## src/common/drive_monitor_pkg.sv

```systemverilog
// Constants, types and helpers shared by the monitor data readout
package drive_monitor_pkg;

	localparam int unsigned WORD_W = 16;

	// Monitor item numbers as carried in the request
	localparam logic [7:0] ITEM_FINAL_FREQ = 8'h01;
	localparam logic [7:0] ITEM_SET_FREQ = 8'h05;
	localparam logic [7:0] ITEM_CALC_TORQUE = 8'h07;
	localparam logic [7:0] ITEM_TORQUE_CUR = 8'h08;
	localparam logic [7:0] ITEM_OUT_FREQ = 8'h09;
	localparam logic [7:0] ITEM_MOTOR_POWER = 8'h0A;
	localparam logic [7:0] ITEM_OUT_CURRENT = 8'h0B;
	localparam logic [7:0] ITEM_OUT_VOLTAGE = 8'h0C;
	localparam logic [7:0] ITEM_CMD_WORD = 8'h0D;
	localparam logic [7:0] ITEM_STATUS_WORD = 8'h0E;
	localparam logic [7:0] ITEM_OUT_TERMINAL = 8'h0F;
	localparam logic [7:0] ITEM_FAULT_LATEST = 8'h10;
	localparam logic [7:0] ITEM_FAULT_SECOND = 8'h11;
	localparam logic [7:0] ITEM_FAULT_THIRD = 8'h12;
	localparam logic [7:0] ITEM_FAULT_FOURTH = 8'h13;
	localparam logic [7:0] ITEM_RUN_HOURS = 8'h14;
	localparam logic [7:0] ITEM_DC_LINK = 8'h15;
	localparam logic [7:0] ITEM_MODEL_ID = 8'h17;
	localparam logic [7:0] ITEM_CAPACITY = 8'h18;
	localparam logic [7:0] ITEM_FIRMWARE = 8'h19;
	localparam logic [7:0] ITEM_LINK_ERROR = 8'h1A;
	localparam logic [7:0] ITEM_CAP_LIFE = 8'h2E;
	localparam logic [7:0] ITEM_FAN_LIFE = 8'h30;

	// Characters and refusal codes
	localparam logic [7:0] CHAR_FWD_OR_STOP = 8'h20;
	localparam logic [7:0] CHAR_REVERSE = 8'h2D;
	localparam logic [7:0] NAK_UNKNOWN_ITEM = 8'h4E;
	localparam logic [7:0] NAK_WRITE_DISABLE = 8'h4F;

	// Answer lengths as last character index
	localparam logic [2:0] LAST_IDX_WORD = 3'h3;
	localparam logic [2:0] LAST_IDX_SIGNED_FREQ = 3'h4;
	localparam logic [2:0] LAST_IDX_NAK = 3'h1;

	// Value limits and reset values
	localparam logic [15:0] DC_MAX_LOW_CLASS = 16'h01F4;
	localparam logic [15:0] DC_MAX_HIGH_CLASS = 16'h03E8;
	localparam logic [15:0] HOURS_MAX = 16'hFFFF;
	localparam logic [15:0] FAULT_NONE = 16'h0000;
	localparam logic [15:0] LINK_ERR_INIT = 16'h0000;
	localparam int unsigned FW_STD_MAX = 99;
	localparam int unsigned FW_NONSTD_MIN = 101;
	localparam int unsigned FAULT_DEPTH = 4;

	typedef enum logic [0:0] {
		ST_IDLE = 1'b0,
		ST_SEND = 1'b1
	} rd_state_t;

	typedef struct packed {
		logic fault_reset;
		logic [4:0] general_input;
		logic reverse_run_cmd;
		logic forward_run_cmd;
	} run_cmd_t;

	typedef struct packed {
		logic fcode_writing;
		logic link_valid;
		logic trip;
		logic decelerating;
		logic accelerating;
		logic current_limit;
		logic voltage_limit;
		logic torque_limit;
		logic dc_link_ok;
		logic braking;
		logic output_shutoff;
		logic dc_braking;
		logic forward_rotation;
	} status_flags_t;

	typedef struct packed {
		logic [15:0] final_frequency;
		logic [15:0] set_frequency;
		logic [15:0] calc_torque;
		logic [15:0] torque_current;
		logic [15:0] output_frequency;
		logic reverse_dir;
		logic [15:0] motor_power;
		logic [15:0] output_current;
		logic [15:0] output_voltage;
		logic [15:0] dc_link_voltage;
		logic [15:0] rated_capacity;
		logic [15:0] capacitor_life;
		logic [15:0] fan_life;
	} drive_live_t;

	typedef struct packed {
		rd_state_t st;
		logic [4:0][7:0] chars;
		logic [2:0] last_idx;
		logic [2:0] idx;
		logic chr_valid;
		logic [7:0] chr_data;
		logic chr_last;
		logic nak;
		logic busy;
		logic [15:0] word;
		logic [FAULT_DEPTH-1:0][15:0] fault_hist;
		logic [15:0] run_hours;
		logic [15:0] link_err;
	} monitor_state_t;

	function automatic logic [7:0] hex_char(input logic [3:0] nib);
		hex_char = (nib < 4'hA) ? (8'h30 + {4'h0, nib}) : (8'h37 + {4'h0, nib});
	endfunction : hex_char

endpackage : drive_monitor_pkg

```

## src/logic/drive_monitor_data_readout.sv

```systemverilog
// Read-only monitor data bank answering item polls as ASCII hex characters
`timescale 1ns/100ps

module drive_monitor_data_readout #(
	parameter bit HIGH_VOLTAGE_CLASS = 1'b0,
	parameter logic [15:0] MODEL_CODE = 16'h0A5A, // Arbitrary value
	parameter int unsigned FIRMWARE_VERSION = 1
) (
	// Clock, reset, enable
	input wire logic sys_clk,
	input wire logic resetn,
	input wire logic ce,
	// Poll request from the link
	input wire logic req_valid,
	input wire logic req_write,
	input wire logic [7:0] req_item,
	// Drive quantities
	input wire drive_monitor_pkg::drive_live_t live,
	input wire drive_monitor_pkg::run_cmd_t link_cmd,
	input wire drive_monitor_pkg::run_cmd_t terminal_cmd,
	input wire drive_monitor_pkg::status_flags_t status_flags,
	input wire logic general_output_one,
	input wire logic general_output_two,
	// Events
	input wire logic fault_event,
	input wire logic [15:0] fault_code,
	input wire logic run_hour_tick,
	input wire logic link_err_event,
	input wire logic [7:0] link_err_code,
	// Answer
	output logic busy,
	output logic chr_valid,
	output logic [7:0] chr_data,
	output logic chr_last,
	output logic rsp_nak,
	output logic [15:0] rsp_word
);

	// Refuse a version word the item cannot carry
	if (FIRMWARE_VERSION == 100 || FIRMWARE_VERSION > 32'h0000FFFF) begin : g_fw_check
		$error("FIRMWARE_VERSION must be 0..99 or above 100");
	end

	localparam logic [15:0] FW_WORD = FIRMWARE_VERSION[15:0];
	localparam logic [15:0] DC_MAX = HIGH_VOLTAGE_CLASS ? drive_monitor_pkg::DC_MAX_HIGH_CLASS
		: drive_monitor_pkg::DC_MAX_LOW_CLASS;

	drive_monitor_pkg::monitor_state_t s_r;
	drive_monitor_pkg::monitor_state_t s_nxt;

	logic accept;
	logic [15:0] cmd_word;
	logic [15:0] status_word;
	logic [15:0] dc_word;
	drive_monitor_pkg::run_cmd_t merged_cmd;

	assign accept = ce && req_valid && !s_r.busy;

	// Final command as seen by the drive
	assign merged_cmd = link_cmd | terminal_cmd;
	assign cmd_word = {merged_cmd.fault_reset, 8'h00, merged_cmd.general_input,
		merged_cmd.reverse_run_cmd, merged_cmd.forward_run_cmd};

	assign status_word = {status_flags.fcode_writing, 2'b00, status_flags.link_valid,
		status_flags.trip, status_flags.decelerating, status_flags.accelerating,
		status_flags.current_limit, status_flags.voltage_limit, status_flags.torque_limit,
		status_flags.dc_link_ok, status_flags.braking, status_flags.output_shutoff,
		status_flags.dc_braking, status_flags.forward_rotation, 1'b0};

	assign dc_word = (live.dc_link_voltage > DC_MAX) ? DC_MAX : live.dc_link_voltage;

	always_comb begin
		logic [15:0] word;
		logic known;
		logic signed_freq;
		word = 16'h0000;
		known = 1'b1;
		signed_freq = 1'b0;
		s_nxt = s_r;

		// Fault history shifts newest into entry zero
		if (fault_event) begin
			for (int i = drive_monitor_pkg::FAULT_DEPTH - 1; i > 0; i--) begin
				s_nxt.fault_hist[i] = s_r.fault_hist[i-1];
			end
			s_nxt.fault_hist[0] = fault_code;
		end
		if (run_hour_tick && s_r.run_hours != drive_monitor_pkg::HOURS_MAX) begin
			s_nxt.run_hours = s_r.run_hours + 16'h0001;
		end
		if (link_err_event) begin
			s_nxt.link_err = {8'h00, link_err_code};
		end

		case (req_item)
			drive_monitor_pkg::ITEM_FINAL_FREQ: word = live.final_frequency;
			drive_monitor_pkg::ITEM_SET_FREQ: word = live.set_frequency;
			drive_monitor_pkg::ITEM_CALC_TORQUE: word = live.calc_torque;
			drive_monitor_pkg::ITEM_TORQUE_CUR: word = live.torque_current;
			drive_monitor_pkg::ITEM_OUT_FREQ: begin
				word = live.output_frequency;
				signed_freq = 1'b1;
			end
			drive_monitor_pkg::ITEM_MOTOR_POWER: word = live.motor_power;
			drive_monitor_pkg::ITEM_OUT_CURRENT: word = live.output_current;
			drive_monitor_pkg::ITEM_OUT_VOLTAGE: word = live.output_voltage;
			drive_monitor_pkg::ITEM_CMD_WORD: word = cmd_word;
			drive_monitor_pkg::ITEM_STATUS_WORD: word = status_word;
			drive_monitor_pkg::ITEM_OUT_TERMINAL: word = {14'h0000, general_output_two, general_output_one};
			drive_monitor_pkg::ITEM_FAULT_LATEST: word = s_r.fault_hist[0];
			drive_monitor_pkg::ITEM_FAULT_SECOND: word = s_r.fault_hist[1];
			drive_monitor_pkg::ITEM_FAULT_THIRD: word = s_r.fault_hist[2];
			drive_monitor_pkg::ITEM_FAULT_FOURTH: word = s_r.fault_hist[3];
			drive_monitor_pkg::ITEM_RUN_HOURS: word = s_r.run_hours;
			drive_monitor_pkg::ITEM_DC_LINK: word = dc_word;
			drive_monitor_pkg::ITEM_MODEL_ID: word = MODEL_CODE;
			drive_monitor_pkg::ITEM_CAPACITY: word = live.rated_capacity;
			drive_monitor_pkg::ITEM_FIRMWARE: word = FW_WORD;
			drive_monitor_pkg::ITEM_LINK_ERROR: word = s_r.link_err;
			drive_monitor_pkg::ITEM_CAP_LIFE: word = live.capacitor_life;
			drive_monitor_pkg::ITEM_FAN_LIFE: word = live.fan_life;
			default: known = 1'b0;
		endcase

		case (s_r.st)
			drive_monitor_pkg::ST_IDLE: begin
				s_nxt.chr_valid = 1'b0;
				s_nxt.chr_last = 1'b0;
				if (req_valid) begin
					s_nxt.st = drive_monitor_pkg::ST_SEND;
					s_nxt.busy = 1'b1;
					s_nxt.idx = 3'h0;
					s_nxt.chars = '0;
					if (!known || req_write) begin
						// Refusal: two hex characters of the error code, stored word kept
						s_nxt.nak = 1'b1;
						s_nxt.last_idx = drive_monitor_pkg::LAST_IDX_NAK;
						if (req_write) begin
							s_nxt.chars[0] = drive_monitor_pkg::hex_char(drive_monitor_pkg::NAK_WRITE_DISABLE[7:4]);
							s_nxt.chars[1] = drive_monitor_pkg::hex_char(drive_monitor_pkg::NAK_WRITE_DISABLE[3:0]);
						end else begin
							s_nxt.chars[0] = drive_monitor_pkg::hex_char(drive_monitor_pkg::NAK_UNKNOWN_ITEM[7:4]);
							s_nxt.chars[1] = drive_monitor_pkg::hex_char(drive_monitor_pkg::NAK_UNKNOWN_ITEM[3:0]);
						end
					end else if (signed_freq) begin
						s_nxt.nak = 1'b0;
						s_nxt.word = word;
						s_nxt.last_idx = drive_monitor_pkg::LAST_IDX_SIGNED_FREQ;
						s_nxt.chars[0] = live.reverse_dir ? drive_monitor_pkg::CHAR_REVERSE
							: drive_monitor_pkg::CHAR_FWD_OR_STOP;
						for (int i = 0; i < 4; i++) begin
							s_nxt.chars[i+1] = drive_monitor_pkg::hex_char(word[15-4*i -: 4]);
						end
					end else begin
						s_nxt.nak = 1'b0;
						s_nxt.word = word;
						s_nxt.last_idx = drive_monitor_pkg::LAST_IDX_WORD;
						for (int i = 0; i < 4; i++) begin
							s_nxt.chars[i] = drive_monitor_pkg::hex_char(word[15-4*i -: 4]);
						end
					end
				end
			end
			drive_monitor_pkg::ST_SEND: begin
				s_nxt.chr_valid = 1'b1;
				s_nxt.chr_data = s_r.chars[s_r.idx];
				s_nxt.chr_last = (s_r.idx == s_r.last_idx);
				s_nxt.idx = s_r.idx + 3'h1;
				if (s_r.idx == s_r.last_idx) begin
					s_nxt.st = drive_monitor_pkg::ST_IDLE;
					s_nxt.busy = 1'b0;
				end
			end
			default: begin
				s_nxt.st = drive_monitor_pkg::ST_IDLE;
				s_nxt.busy = 1'b0;
			end
		endcase
	end

	// Reset stands for power loss: link error returns to its initial value
	always_ff @(posedge sys_clk) begin
		if (!resetn) begin
			s_r <= '0;
			s_r.link_err <= drive_monitor_pkg::LINK_ERR_INIT;
			s_r.fault_hist <= {drive_monitor_pkg::FAULT_DEPTH{drive_monitor_pkg::FAULT_NONE}};
		end else if (ce) begin
			s_r <= s_nxt;
		end
	end

	assign busy = s_r.busy;
	assign chr_valid = s_r.chr_valid;
	assign chr_data = s_r.chr_data;
	assign chr_last = s_r.chr_last;
	assign rsp_nak = s_r.nak;
	assign rsp_word = s_r.word;
endmodule : drive_monitor_data_readout

```

## config.mk

```make
export PLATFORM = sky130hd
export DESIGN_NAME = drive_monitor_data_readout
export DESIGN_NICKNAME = d
export VERILOG_FILES = /design/src/common/drive_monitor_pkg.sv /design/src/logic/drive_monitor_data_readout.sv
export SDC_FILE = /design/constraint.sdc
export NUM_CORES = 1
export LEC_CHECK = 0
export BUFFER_PORTS_ARGS = -buffer_cell sky130_fd_sc_hd__buf_2
export CAP_MARGIN = 40
export CORE_ASPECT_RATIO = 1.1
export CORE_MARGIN = 5
export CORE_UTILIZATION = 56
export DETAILED_ROUTE_END_ITERATION = 7
export PLACE_DENSITY = 0.86
export SYNTH_ARGS = -nofsm -noshare
export SYNTH_HDL_FRONTEND = slang
export SYNTH_SLANG_ARGS = --single-unit
```

## constraint.sdc

```tcl
create_clock -name sys_clk -period 7.53 [get_ports sys_clk]
set_clock_uncertainty 0.15 [all_clocks]
set_input_delay 0.753 -clock sys_clk [delete_from_list [all_inputs] [get_ports sys_clk]]
set_output_delay 0.753 -clock sys_clk [all_outputs]
set_load 0.05 [all_outputs]
```

==> impl_metrics.yaml <==
global_route:
  grt_pass1_wl_mm: 61.7
  grt_max_degree: 73
  grt_usage_pct: 41.0
  grt-ovfl-total: 0
  grt_pass1_vias: 10400
  antenna_found_initial: 1
route:
  wire_per_inst_um: 25.6
  drc_errors: 0
  drt_iter0_drc: 1671
  vias_per_cell: 6.72
  ant_nets: 0
  drt_first_pass_iters: 6
  vias: 11000
  wirelength_mm: 41.9
logic_synthesis:
  synth-xor-area-share_pct: 1.94
  synth_top_cell_by_area: "dfxtp_1"
  synthCells: 1216
  synth_top_area_share_pct: 33.2
  ys_warn_count: 0
  synth.cell_area_um2: 9460
  post_synth.cell_area_avg_um2: 7.78
  ys_seq_elements: 157
  synthSimpleGateAreaFrac_pct: 25.2
  muxShareOfSynthArea_pct: 5.68
  synthFlopType: "dfxtp_1"
  synth-edff-count: 0
  synthAdderAreaFrac_pct: 0.794
  ys_top_cells_by_area: "dfxtp_1 (33%), nand2_1 (8.1%), a21oi_1 (6.4%), a22oi_1 (4.4%), nand3_1 (3.8%)"
  synth_fp_nets: 1486
  synth_top_family_by_area: "compound AO/OA/AOI/OAI gates"
  synth.distinct_cells: 84
  synth_seq_area_share_pct: 33.2
  synth_compound_gate_area_share_pct: 25.2
  async_flop_share_pct: 0
clock_tree:
  cts_root_buf: "clkbuf_16"
  post_cts_buffers: 0
  clk_latency_ns: 0.43
  clk_path_buf_depth: 2
  ctsHtreeMaxLevel: 4
  cts.sinks: 157
  cts_buffers: 17
  holdBufCountCts: 0
  clk_pin_slew_ns: 0.07
  cts_resized: 0
  cts_tree: "done"
cells_and_area:
  diodes: 0
  layout.cells.most_common: "buf_2"
  syn_to_final_growth_pct: 18.9
  fillCellCount: 1399
  nets: 1691
  final_cell_mix: "buf_2 (291), nand2_1 (204), dfxtp_1 (157), a21oi_1 (121), nor2_1 (91)"
  drive_gt1_share_pct: 27.8
power_and_ir_drop:
  leakage_nw: 4.35
  ir_drop_mv: 0.163
  pwr_density_cell_nw_per_um2: 179
critical_path:
  r2r_slack_ns: 4.52
  critPathBufInv: 4
  critPathLaunchType: "input port"
  crit_chain: "buf_2 -> buf_4 -> nor4_4 -> and2_0 -> a22oi_1 -> a2111oi_0 -> nor3_1 -> nand4_1 -> inv_1 -> ha_1 -> inv_1 -> a21o_1 -> nand3_1 -> o21ai_1 -> o221a_2"
  critPathRequiredTime_ns: 7.75
  crit_family: "simple AND/OR/NAND/NOR gates"
  path_class: "in2reg"
  slowest_delay_ns: 0.92
  worst_path_most_repeated_cell: "inv_1"
  crit_fanout: 47
  slowest_stage: "a2111oi_0"
  arrival_ns: 4.88
  end_kind: "register"
floorplan:
  coreArea_um2: 16500
  start_util_pct: 57.3
  rows: 49
  die_h_um: 146
  die_x_um: 134
  ios: 292
  fp.dieArea_um2: 19600
sta:
  tightest_slew_ns: 0.983
  timing.final.crit_share_pct: 61.8
  finalMaxSlewViolations: 0
  setup_viol: 0
  hold_violations: 0
  grt_setup_unrepaired: "no"
  finalWorstSetupSlack_ns: 2.88
  fmax_mhz: 215
  fin_tns_setup_ns: 0
  layout_min_cycle_time_ns: 4.65
  relSlewSlack_pct: 32.8
placement:
  io_buffers: 290
  detailed_place_hpwl_mm: 32.1
  pre_cts_ws_ns: 2.64
  gp_congestion: 1.08
flow_run:
  cap_violations: 0
run_status:
  outcome: "finished clean"
min_path:
  min_path_type: "reg2reg"
layer usage:
metal | GRT usage, % | share of wire, % | vias to the layer above
met4 | 18.8 | 5.8 | 2
met3 | 11.5 | 12 | 198
met5 | 0 | 0.031 | -
met2 | 65.9 | 46 | 896
li1 | - | - | 4827
met1 | 51.2 | 36 | 5083
state kept, by name, indices dropped and copies added, names as in the netlist:
signal and cells:
chr_last 1, busy 1, rsp_word 16, chr_data 7
chr_valid 1, rsp_nak 1, s_r 130
logic make-up after synthesis:
kind of cell / Yosys count
compound gates: 356
xor+xnor: 21
fa+ha+maj: 6
buf+inv: 139
flops: 157
mux: 42
other cells: 1
simple gates: 494
path summary, 6_finish.rpt:
kind                    start        to  depth (start not counted)
setup / recovery  req_item[1]  s_r[144]                         15
hold / removal       s_r[147]  s_r[147]                          2
hold reg to reg      s_r[147]  s_r[147]                          2
setup reg to reg       s_r[1]  s_r[160]                         11
worst reg2reg max path: stages (launching register included):
cell     delay [ns]
dfxtp_1        0.34
mux2_2         0.26
a32o_1         0.25
nor4_1         0.31
nand4_1        0.46
inv_1          0.23
ha_1           0.20
inv_1          0.04
a21o_1         0.19
nand2_1        0.13
o21ai_1        0.11
a22o_1         0.21
Yosys cell counts, types with 7 or more instances:
library cell,instances
a211oi_1,17
a21oi_1,121
a221oi_1,13
a22o_1,14
a22oi_1,55
a311oi_1,7
a32oi_1,9
and2_1,9
buf_2,26
buf_4,38
clkbuf_1,51
dfxtp_1,157
inv_1,13
mux2_2,13
mux2i_1,21
mux4_2,8
nand2_1,205
nand2b_1,16
nand3_1,71
nand4_1,14
nor2_1,92
nor2b_1,9
nor3_1,20
nor4_1,8
o21ai_0,41
o21ai_1,7
o22ai_1,9
xnor2_1,12
xor2_1,9
metrics by stage:
| stage | hold WS [ns] | std cells | utilization, % | cell area (um2) | power (mW) |
|---|---|---|---|---|---|
| 3_3_place_gp | 0.290 | 1601 | 64.3 | 10600 | 1.17 |
| 5_1_grt | 0.322 | 1638 | 68.2 | 11200 | 2.07 |
| 2_1_floorplan | 0.270 | 1216 | - | 9460 | 1.03 |
| 4_1_cts | 0.303 | 1638 | 68.2 | 11200 | 2.00 |
| 3_5_place_dp | 0.294 | 1606 | 64.7 | 10700 | 1.17 |
| 6_report | 0.304 | 1638 | 68.2 | 11200 | 2.01 |
where the power goes:
| group | switching (mW) | internal, mW | total [mW] |
|---|---|---|---|
| Sequential | 0.0156 | 0.847 | 0.862 |
| Clock | 0.388 | 0.461 | 0.849 |
| Combinational | 0.193 | 0.109 | 0.303 |
layout make-up:
class	count	area, um2	share of cell area, %
Tap cell	204	255	2.27
Inverter	14	53.8	0.479
Multi-Input combinational cell	920	5590	49.7
Clock inverter	15	140	1.25
Sequential cell	157	3140	28.0
Clock buffer	17	425	3.78
Timing Repair Buffer	311	1640	14.6
Note: power is estimated with default switching activity, not from simulation.
